## src/sysctl_pkg.sv

```systemverilog
package sysctl_pkg;
  localparam logic [7:0] sysctl_offset = 8'h80;
  localparam logic [31:0] sysctl_reset = 32'h0044_9060;
  localparam int step_hi = 31;
  localparam int step_lo = 30;
  localparam int merge_bit = 29;
  localparam int rsvd_bit = 28;
  localparam int clk_src_bit = 27;
  localparam int route_bit = 26;
  localparam int flag_bit = 25;
  localparam int smi_en_bit = 24;
  localparam int lock_bit = 5;
  // power switch clock divider, pci clock cycles per half period
  localparam int psw_clk_half = 8;
  localparam logic [7:0] int_pin_a = 8'h01;
  localparam logic [7:0] int_pin_b = 8'h02;
endpackage

```

## src/sysctl_psw_clkdiv.sv

```systemverilog
`timescale 1ns/1ps
// derives the power switch clock from mclk by a divider
module sysctl_psw_clkdiv #(
  parameter int half_period = sysctl_pkg::psw_clk_half
) (
  input wire logic mclk,
  input wire logic arst_n,
  input wire logic enable,
  output logic clk_out
);
  logic [7:0] cnt_reg;

  // counter reloads each half period, stays idle while disabled
  always_ff @(posedge mclk or negedge arst_n) begin
    if (!arst_n) begin
      cnt_reg <= 8'h00;
      clk_out <= 1'b0;
    end else if (!enable) begin
      cnt_reg <= 8'h00;
      clk_out <= 1'b0;
    end else if (cnt_reg == 8'(half_period - 1)) begin
      cnt_reg <= 8'h00;
      clk_out <= ~clk_out;
    end else begin
      cnt_reg <= cnt_reg + 8'h01;
    end
  end
endmodule

```

## src/sysctl_irq_smi.sv

```systemverilog
`timescale 1ns/1ps
// Contract
// - 32-bit register at 80h, reset 00449060h
// - stepping field places a/b in slots
// - bit 29 merges b onto a, pin reports
// - bit 28 reads zero, ignores writes
// - bit 27 drives derived power switch clock
// - bit 26 routes to legacy line or csc
// - flag sets on power write when enabled
// - writing one clears flag, zero keeps
// - bit 24 enables smi on power writes
// - bit 5 locks subsystem id writes
module sysctl_irq_smi (
  input wire logic mclk,
  input wire logic arst_n,
  input wire logic cfg_wr,
  input wire logic cfg_rd,
  input wire logic cfg_func,
  input wire logic [7:0] cfg_addr,
  input wire logic [3:0] cfg_be,
  input wire logic [31:0] cfg_wdata,
  output logic [31:0] cfg_rdata,
  input wire logic [1:0] power_write,
  input wire logic [3:0] card_irq_in,
  output logic [3:0] serial_irq_slots,
  output logic [7:0] int_pin_func1,
  input wire logic psw_clk_in,
  output logic psw_clk_out,
  output logic psw_clk_oe,
  output logic psw_clk_seen,
  output logic subsystem_id_writable,
  output logic legacy_irq_line_two,
  output logic [1:0] card_status_change_interrupt
);
  logic [1:0] serial_irq_slot_step_reg;
  logic irq_a_b_merge_reg;
  logic power_switch_clock_source_reg;
  logic power_change_irq_route_reg;
  logic [1:0] power_write_smi_flag_reg;
  logic power_write_smi_enable_reg;
  logic subsystem_id_write_lock_reg;
  logic [23:0] low_bits_reg;
  logic [2:0] psw_sync_reg;
  logic psw_div_clk;
  logic hit;
  logic irq_a;
  logic irq_b;
  logic [3:0] lane_wr;
  logic top_byte_wr;
  logic [3:0] slot_next;
  logic [31:0] read_word;

  // byte lane write decode; every writable field of the register goes through it
  function automatic logic [3:0] lane_decode(
    input logic wr,
    input logic sel,
    input logic [3:0] be
  );
    logic [3:0] lanes;
    lanes = 4'h0;
    for (int i = 0; i < 4; i++) begin
      lanes[i] = wr && sel && be[i];
    end
    return lanes;
  endfunction

  // places the a/b card pair into the four serial frame slots, bit 0 is slot a;
  // c and d of the card are never carried by this pair
  function automatic logic [3:0] slot_place(
    input logic [1:0] step,
    input logic a,
    input logic b
  );
    logic [3:0] slots;
    slots = 4'h0;
    unique case (step)
      2'b00: slots = {1'b0, 1'b0, b, a};
      2'b01: slots = {a, b, 1'b0, 1'b0};
      2'b10: slots = {b, a, 1'b0, 1'b0};
      2'b11: slots = {a, 1'b0, 1'b0, b};
    endcase
    return slots;
  endfunction

  // both functions decode the same offset
  assign hit = (cfg_addr == sysctl_pkg::sysctl_offset);
  assign lane_wr = lane_decode(cfg_wr, hit, cfg_be);
  // byte lane 3 holds every field owned by this block except the bit 5 id lock, which sits in lane 0
  assign top_byte_wr = lane_wr[3];

  // shared control bits; software keeps to function 0, so there is no gating here:
  // a write through function 1 would change them just the same.
  // bit 28 has no storage at all, so a write to it is simply lost
  always_ff @(posedge mclk or negedge arst_n) begin
    if (!arst_n) begin
      serial_irq_slot_step_reg <=
        sysctl_pkg::sysctl_reset[sysctl_pkg::step_hi:sysctl_pkg::step_lo];
      irq_a_b_merge_reg <= sysctl_pkg::sysctl_reset[sysctl_pkg::merge_bit];
      power_switch_clock_source_reg <= sysctl_pkg::sysctl_reset[sysctl_pkg::clk_src_bit];
      power_change_irq_route_reg <= sysctl_pkg::sysctl_reset[sysctl_pkg::route_bit];
      power_write_smi_enable_reg <= sysctl_pkg::sysctl_reset[sysctl_pkg::smi_en_bit];
    end else if (top_byte_wr) begin
      serial_irq_slot_step_reg <= cfg_wdata[sysctl_pkg::step_hi:sysctl_pkg::step_lo];
      irq_a_b_merge_reg <= cfg_wdata[sysctl_pkg::merge_bit];
      power_switch_clock_source_reg <= cfg_wdata[sysctl_pkg::clk_src_bit];
      power_change_irq_route_reg <= cfg_wdata[sysctl_pkg::route_bit];
      power_write_smi_enable_reg <= cfg_wdata[sysctl_pkg::smi_en_bit];
    end
  end

  // lower bytes are only held here; their function lives elsewhere, apart from the bit 5 lock behind subsystem_id_writable
  always_ff @(posedge mclk or negedge arst_n) begin
    if (!arst_n) begin
      low_bits_reg <= sysctl_pkg::sysctl_reset[23:0];
      subsystem_id_write_lock_reg <= sysctl_pkg::sysctl_reset[sysctl_pkg::lock_bit];
    end else begin
      if (lane_wr[0]) begin
        low_bits_reg[7:0] <= cfg_wdata[7:0];
        // the lock resets set, so the id registers start read-only
        subsystem_id_write_lock_reg <= cfg_wdata[sysctl_pkg::lock_bit];
      end
      if (lane_wr[1]) begin
        low_bits_reg[15:8] <= cfg_wdata[15:8];
      end
      if (lane_wr[2]) begin
        low_bits_reg[23:16] <= cfg_wdata[23:16];
      end
    end
  end

  // per-socket flag: set wins over a same-cycle write-one clear, so a power
  // write racing the clear is never lost; socket number equals function number
  for (genvar s = 0; s < 2; s++) begin : g_flag
    logic clr;
    logic set;
    // only a one clears; writing zero back leaves a pending flag alone
    assign clr = top_byte_wr && cfg_wdata[sysctl_pkg::flag_bit] && (cfg_func == 1'(s));
    assign set = power_write[s] && power_write_smi_enable_reg;
    always_ff @(posedge mclk or negedge arst_n) begin
      if (!arst_n) begin
        power_write_smi_flag_reg[s] <= 1'b0;
      end else if (set) begin
        power_write_smi_flag_reg[s] <= 1'b1;
      end else if (clr) begin
        power_write_smi_flag_reg[s] <= 1'b0;
      end
    end
  end

  // word as seen by the reading function: the flag follows the function, the rest is shared
  always_comb begin
    read_word = {serial_irq_slot_step_reg, irq_a_b_merge_reg, 1'b0,
                 power_switch_clock_source_reg, power_change_irq_route_reg,
                 power_write_smi_flag_reg[cfg_func], power_write_smi_enable_reg,
                 low_bits_reg[23:6], subsystem_id_write_lock_reg, low_bits_reg[4:0]};
  end

  // read data, registered; bit 28 always zero, flag of the reading function
  always_ff @(posedge mclk or negedge arst_n) begin
    if (!arst_n) begin
      cfg_rdata <= 32'h0000_0000;
    end else if (cfg_rd) begin
      if (hit) begin
        cfg_rdata <= read_word;
      end else begin
        cfg_rdata <= 32'h0000_0000;
      end
    end
  end

  assign subsystem_id_writable = ~subsystem_id_write_lock_reg;

  // merge b onto a; c and d untouched
  assign irq_a = card_irq_in[0] | (irq_a_b_merge_reg & card_irq_in[1]);
  assign irq_b = irq_a_b_merge_reg ? 1'b0 : card_irq_in[1];
  // slots follow the stepping field, one cycle behind the card levels
  assign slot_next = slot_place(serial_irq_slot_step_reg, irq_a, irq_b);

  // slot order a,b,c,d; c and d not carried by the card pair
  always_ff @(posedge mclk or negedge arst_n) begin
    if (!arst_n) begin
      serial_irq_slots <= 4'h0;
      int_pin_func1 <= sysctl_pkg::int_pin_b;
    end else begin
      int_pin_func1 <= irq_a_b_merge_reg ? sysctl_pkg::int_pin_a : sysctl_pkg::int_pin_b;
      serial_irq_slots <= slot_next;
    end
  end

  // route smi; held while flag set, drops after clear
  always_ff @(posedge mclk or negedge arst_n) begin
    if (!arst_n) begin
      legacy_irq_line_two <= 1'b0;
      card_status_change_interrupt <= 2'b00;
    end else begin
      legacy_irq_line_two <= ~power_change_irq_route_reg & (|power_write_smi_flag_reg);
      card_status_change_interrupt <= {2{power_change_irq_route_reg}} & power_write_smi_flag_reg;
    end
  end

  // external clock sampled through three stages, used only when input
  always_ff @(posedge mclk or negedge arst_n) begin
    if (!arst_n) begin
      psw_sync_reg <= 3'h0;
      psw_clk_seen <= 1'b0;
    end else begin
      psw_sync_reg <= {psw_sync_reg[1:0], psw_clk_in};
      if (psw_sync_reg[1] == psw_sync_reg[2]) begin
        psw_clk_seen <= psw_sync_reg[2] & ~power_switch_clock_source_reg;
      end
    end
  end

  sysctl_psw_clkdiv #(
    .half_period(sysctl_pkg::psw_clk_half)
  ) u_div (
    .mclk(mclk),
    .arst_n(arst_n),
    .enable(power_switch_clock_source_reg),
    .clk_out(psw_div_clk)
  );

  assign psw_clk_out = psw_div_clk;
  assign psw_clk_oe = power_switch_clock_source_reg;
endmodule

```

## config.mk

```make
export PLATFORM = sky130hd
export DESIGN_NAME = sysctl_irq_smi
export DESIGN_NICKNAME = d
export VERILOG_FILES = /design/src/sysctl_pkg.sv /design/src/sysctl_psw_clkdiv.sv /design/src/sysctl_irq_smi.sv
export SDC_FILE = /design/constraint.sdc
export NUM_CORES = 1
export LEC_CHECK = 0
export BUFFER_PORTS_ARGS = -buffer_cell sky130_fd_sc_hd__clkbuf_2
export CORE_MARGIN = 8
export CORE_UTILIZATION = 47
export DETAILED_ROUTE_END_ITERATION = 7
export PLACE_DENSITY = 0.74
export RECOVER_POWER = 50
export SETUP_SLACK_MARGIN = 0.5
export SLEW_MARGIN = 10
export SYNTH_ARGS = -nofsm -noshare
export SYNTH_HDL_FRONTEND = slang
export SYNTH_SLANG_ARGS = --single-unit
```

## constraint.sdc

```tcl
create_clock -name mclk -period 2.54 [get_ports mclk]
set_input_delay 0.762 -clock mclk [delete_from_list [all_inputs] [get_ports mclk]]
set_output_delay 0.762 -clock mclk [all_outputs]
set_load 0.05 [all_outputs]
```

=== Word-level counts from Yosys, hierarchy flattened ===
Index checks and enable logic that the tools add are counted.

* Flip-flop bits (word level): 87
* Word-level logic and storage cells: 67
* Output and inout port bits: 51
* Input port bits: 56

* Multiplexer cells: 14
* Reductions and logical operators: 14
* Bitwise operators: 10
* Equal/unequal tests: 7
* Magnitude comparators: 1
* Add/subtract/negate cells: 1

{| class="wikitable"
|+ Operator list
! cell !! count
|-
| two-way mux 32 bit || 1
|-
| two-way mux 8 bit || 2
|-
| one-hot mux 4 bit (4 select lines) || 1
|-
| logical AND 1 bit || 10
|-
| two-way mux 1 bit || 9
|-
| adder 8 x 1 -> 8 bit (second input constant) || 1
|-
| == test 8 x 3 -> 1 bit (second input constant) || 1
|-
| == test 8 bit (second input constant) || 1
|-
| NOT 1 bit || 5
|-
| == test 2 bit (second input constant) || 2
|-
| nonzero test 2 bit || 2
|-
| bitwise AND 1 bit || 3
|-
| bitwise AND 2 bit || 1
|-
| == test 2 x 1 -> 1 bit (second input constant) || 1
|-
| logical NOT 2 bit || 1
|-
| < comparator 1 x 2 -> 1 bit (second input constant) || 1
|-
| two-way mux 2 bit || 1
|-
| inequality test 2 x 1 -> 1 bit (second input constant) || 1
|-
| OR reduction 2 bit || 1
|-
| == test 1 bit || 1
|-
| bitwise OR 1 bit || 1
|}

=== Logic depth before layout (Yosys ltp) ===
* Depth in word-level cells: 7
* Mapped depth: 6
* Mapped depth without buffers: 4

=== Hierarchy ===
Synthesis repeated with hierarchy kept, for this count alone.

* Cells, all modules: 302
* Area total of the unflattened synthesis: 3478.3 µm²

{| class="wikitable"
|+ By module, submodules not included
! module !! cells each !! instances !! area an instance (µm²)
|-
| sysctl_irq_smi || 261 || 1 || 3070.4
|-
| sysctl_psw_clkdiv || 41 || 1 || 407.9
|}

=== Least setup slack after synthesis ===
Ideal clock, no wire load.

* Kind: input -> register
* Start point: input port cfg_addr[5]
* End point: register low_bits_reg[0]
* Stages: 4
* Path slack: 0.258 ns
* Library setup time: 0.125 ns
* Arrival time: 2.157 ns
* Path buffers: 1
* Path through: or4b_1 -> buf_2 -> nor3_4 -> mux2_2

* Longest elaborated chain between the ends: 3

{| class="wikitable"
|+ RTL lines
! element !! RTL line !! text
|-
| start, declared || sysctl_irq_smi.sv:19 || <nowiki>input wire logic [7:0] cfg_addr,</nowiki>
|-
| == test 8 bit || sysctl_irq_smi.sv:86 || <nowiki>assign hit = (cfg_addr == sysctl_pkg::sysctl_offset);</nowiki>
|-
| logical AND 1 bit (2 in series) || sysctl_irq_smi.sv:62 || <nowiki>lanes[i] = wr && sel && be[i];</nowiki>
|-
| end signal, assigned || sysctl_irq_smi.sv:114 || <nowiki>low_bits_reg <= sysctl_pkg::sysctl_reset[23:0];</nowiki>
|-
| end signal, assigned || sysctl_irq_smi.sv:118 || <nowiki>low_bits_reg[7:0] <= cfg_wdata[7:0];</nowiki>
|-
| end, declared || sysctl_irq_smi.sv:42 || <nowiki>logic [23:0] low_bits_reg;</nowiki>
|}

Every way passes these cells.
A chain may end at the register's enable or synchronous reset.

=== Final worst setup path ===
* Start point: input port cfg_addr[1]
* End point: register power_write_smi_enable_reg

* Longest elaborated chain between the ends: 3

{| class="wikitable"
|+ RTL lines
! element !! RTL line !! text
|-
| == test 8 bit || sysctl_irq_smi.sv:86 ||
|-
| logical AND 1 bit (2 in series) || sysctl_irq_smi.sv:62 ||
|-
| end signal, assigned || sysctl_irq_smi.sv:101 || <nowiki>power_write_smi_enable_reg <= sysctl_pkg::sysctl_reset[sysctl_pkg::smi_en_bit];</nowiki>
|-
| end signal, assigned || sysctl_irq_smi.sv:107 || <nowiki>power_write_smi_enable_reg <= cfg_wdata[sysctl_pkg::smi_en_bit];</nowiki>
|-
| end, declared || sysctl_irq_smi.sv:40 || <nowiki>logic power_write_smi_enable_reg;</nowiki>
|}

Every way passes these cells.

==> metrics <==
CP arrival 2.20 ns; GRT overflow 0; Design Power 2610 uW; EDFF count, synth 0; Synth top area share 0.560; worst skew pair latency 0.35 ns; I/O Buffers 96; Post-Route Setup TNS 0 ns; routed vias 2503; DRT Wirelength 7310 um; Ports 107; area delta synth->final 24.5%; final net count 462; GPL Wtd Cong 0.836; Iteration-0 DRC Markers 83; Post-DP HPWL 5440 um; post-cts sizing count 0; RSZ-0062 raised after global routing no; Sw Ratio 0.224; Peak supply drop 0.000295 V; Worst-Margin Slew 0.969 ns; area leader, netlist dfrtp_1; Power Dens Cells 601 nW/um^2; count of different cell masters after synthesis 35; Syn Inst Count 303; dominant cells by area after synthesis dfrtp_1 56%, mux2_2 8.7%, o22ai_1 5.6%; Peak Freq 509 MHz; status completed; final antenna-violating net count 0; # DRC 0; wire length of the first global-routing pass 12100 um; wire per inst 14.4 um; Comb pwr share 0.071; CTS HTree Levels 3; gr usage total 0.149; share of layout cells above drive strength 1 0.385; Worst Setup Start Kind primary input; first-pass iteration count of the detailed router 4; Leak 0.00214 uW; synthesis-stage register bit count 85; Worst Setup Path Type in2reg; period utilisation layout 0.774; HP Class reg2reg; Reg power frac 0.534; CTS clk-pin slew, worst paths 0.08 ns; commonest non-fill, non-tap cell in the layout clkbuf_2; register area share after synthesis 0.613; clock share of power 0.396; Max Transition Viols Final 0; Largest register FFs 31; Die Area 10400 um^2; Post-Syn Area per Cell 11.5 um^2; Netlist Area Pre-Place 3480 um^2; critical path required time 2.77 ns; cts bufs inserted 9; Die W 102 um; Final setup violation count 0; clock sinks 85; DR vias/cell 4.92; min cycle time layout 1.97 ns; number of global-route vias before repair 2541; critical path's top delay family simple AND/OR/NAND/NOR gates; initial antenna violation count 0; Synth Warn # 0; CTS tree built; Max Root-Sink Buffers 2; slowest stage delay, CP 0.61 ns; # diodes 0; maxcap violations 0; largest net degree at the start of global routing 63; final hold vios 0; internal power 2020 uW; FFs w/ async S/R, synth 1.00; Die Ht 102 um; Starting Density 0.483; row cnt 31; CP Buf/Inv Count 2; clock root buffer clkbuf_8; cells along the critical path clkbuf_2 -> or4_4 -> nor3_4 -> buf_4 -> mux2_2; Setup Skew 0.0118 ns; peak fanout along the critical path 8; Floorplan Core Area 7210 um^2; critical path's slowest cell or4_4; Top FF cell, synth dfrtp_1; Worst slew margin 0.354; Crit. End Element register; switching power total 584 uW; most frequent cells in the layout 96 x clkbuf_2, 78 x dfrtp_1, 42 x nand2_1
==> synthesized netlist by cell type, drive strengths merged, types with 2 or more instances <==
cell type / count
a21oi: 7
a22oi: 2
and2: 3
buf: 13
clkbuf: 7
dfrtp: 78
dfstp: 7
inv: 37
mux2: 31
mux2i: 3
nand2: 42
nand3: 3
nor2: 6
nor3: 4
o21ai: 8
o22ai: 31
o41ai: 2
or3: 4
or4b: 2
xor2: 2
==> worst reg2reg max path: cells and delay by family, from the launching register on <==
family,cells,cell delay [ns]
AO/OA/AOI/OAI,1,0.15
flip-flops,1,0.44
AND/OR/NAND/NOR,2,1.06
==> per-stage QoR <==
stage	instances	cell area (um^2)	util	hold slack, ns	setup WS [ns]
floorplan	309	3570	-	0.331	0.297
global placement	492	4120	0.571	0.336	0.162
detailed placement	492	4120	0.571	0.340	0.149
CTS	508	4340	0.601	0.358	0.529
global route	509	4340	0.601	0.373	0.448
finish	509	4340	0.601	0.355	0.575
==> power by group through the flow <==
| stage | Clock, uW | Combinational (uW) | Sequential (uW) |
|---|---|---|---|
| CTS | 1060 | 190 | 1390 |
| detailed placement | 0 | 190 | 1420 |
| global route | 1120 | 202 | 1390 |
| global placement | 0 | 187 | 1420 |
| floorplan | 0 | 83.4 | 1440 |
| finish | 1030 | 184 | 1390 |
==> area by class of cell <==
type                            count  area, um^2
Sequential cell                    85        2140
Fill cell                         622        2880
Multi-Input combinational cell    167        1150
Clock buffer                       13         149
Timing Repair Buffer              105         569
Inverter                           37         139
Clock inverter                      3        68.8
Tap cell                           99         124
==> final timing paths <==
kind / startpoint / to / slack, ns / cells past startpoint
setup / recovery: cfg_addr[1] / power_write_smi_enable_reg / 0.57 / 5
hold / removal: psw_sync_reg[0] / psw_sync_reg[1] / 0.35 / 0
setup reg to reg: u_div.cnt_reg[3] / u_div.clk_out / 0.82 / 3
hold reg to reg: psw_sync_reg[0] / psw_sync_reg[1] / 0.35 / 0
max in group asynchronous: arst_n / low_bits_reg[21] / 0.74 / 2
min in group asynchronous: arst_n / serial_irq_slots[3] / 0.55 / 1
==> timing repair <==
item | 4_1_cts | 5_1_grt
hold buffers | 0 | 0
buffers inserted | 0 | 1
setup endpoints to repair | 0 | 5
==> routing by layer <==
layer,up-vias,GRT usage,routed length [um]
li1,1207,-,-
met1,1186,0.180,3210
met2,97,0.235,3310
met3,13,0.0531,695
met4,0,0.0621,103
met5,-,0,0
==> cell families after synthesis <==
kind of cell,share of synthesized area
compound gates,0.0865
buf+inv,0.0707
xor+xnor,0.00754
flops,0.613
simple gates,0.109
mux,0.109
other cells,0.00108
fa+ha+maj,0.00359
(Power assumes the default switching activity.)
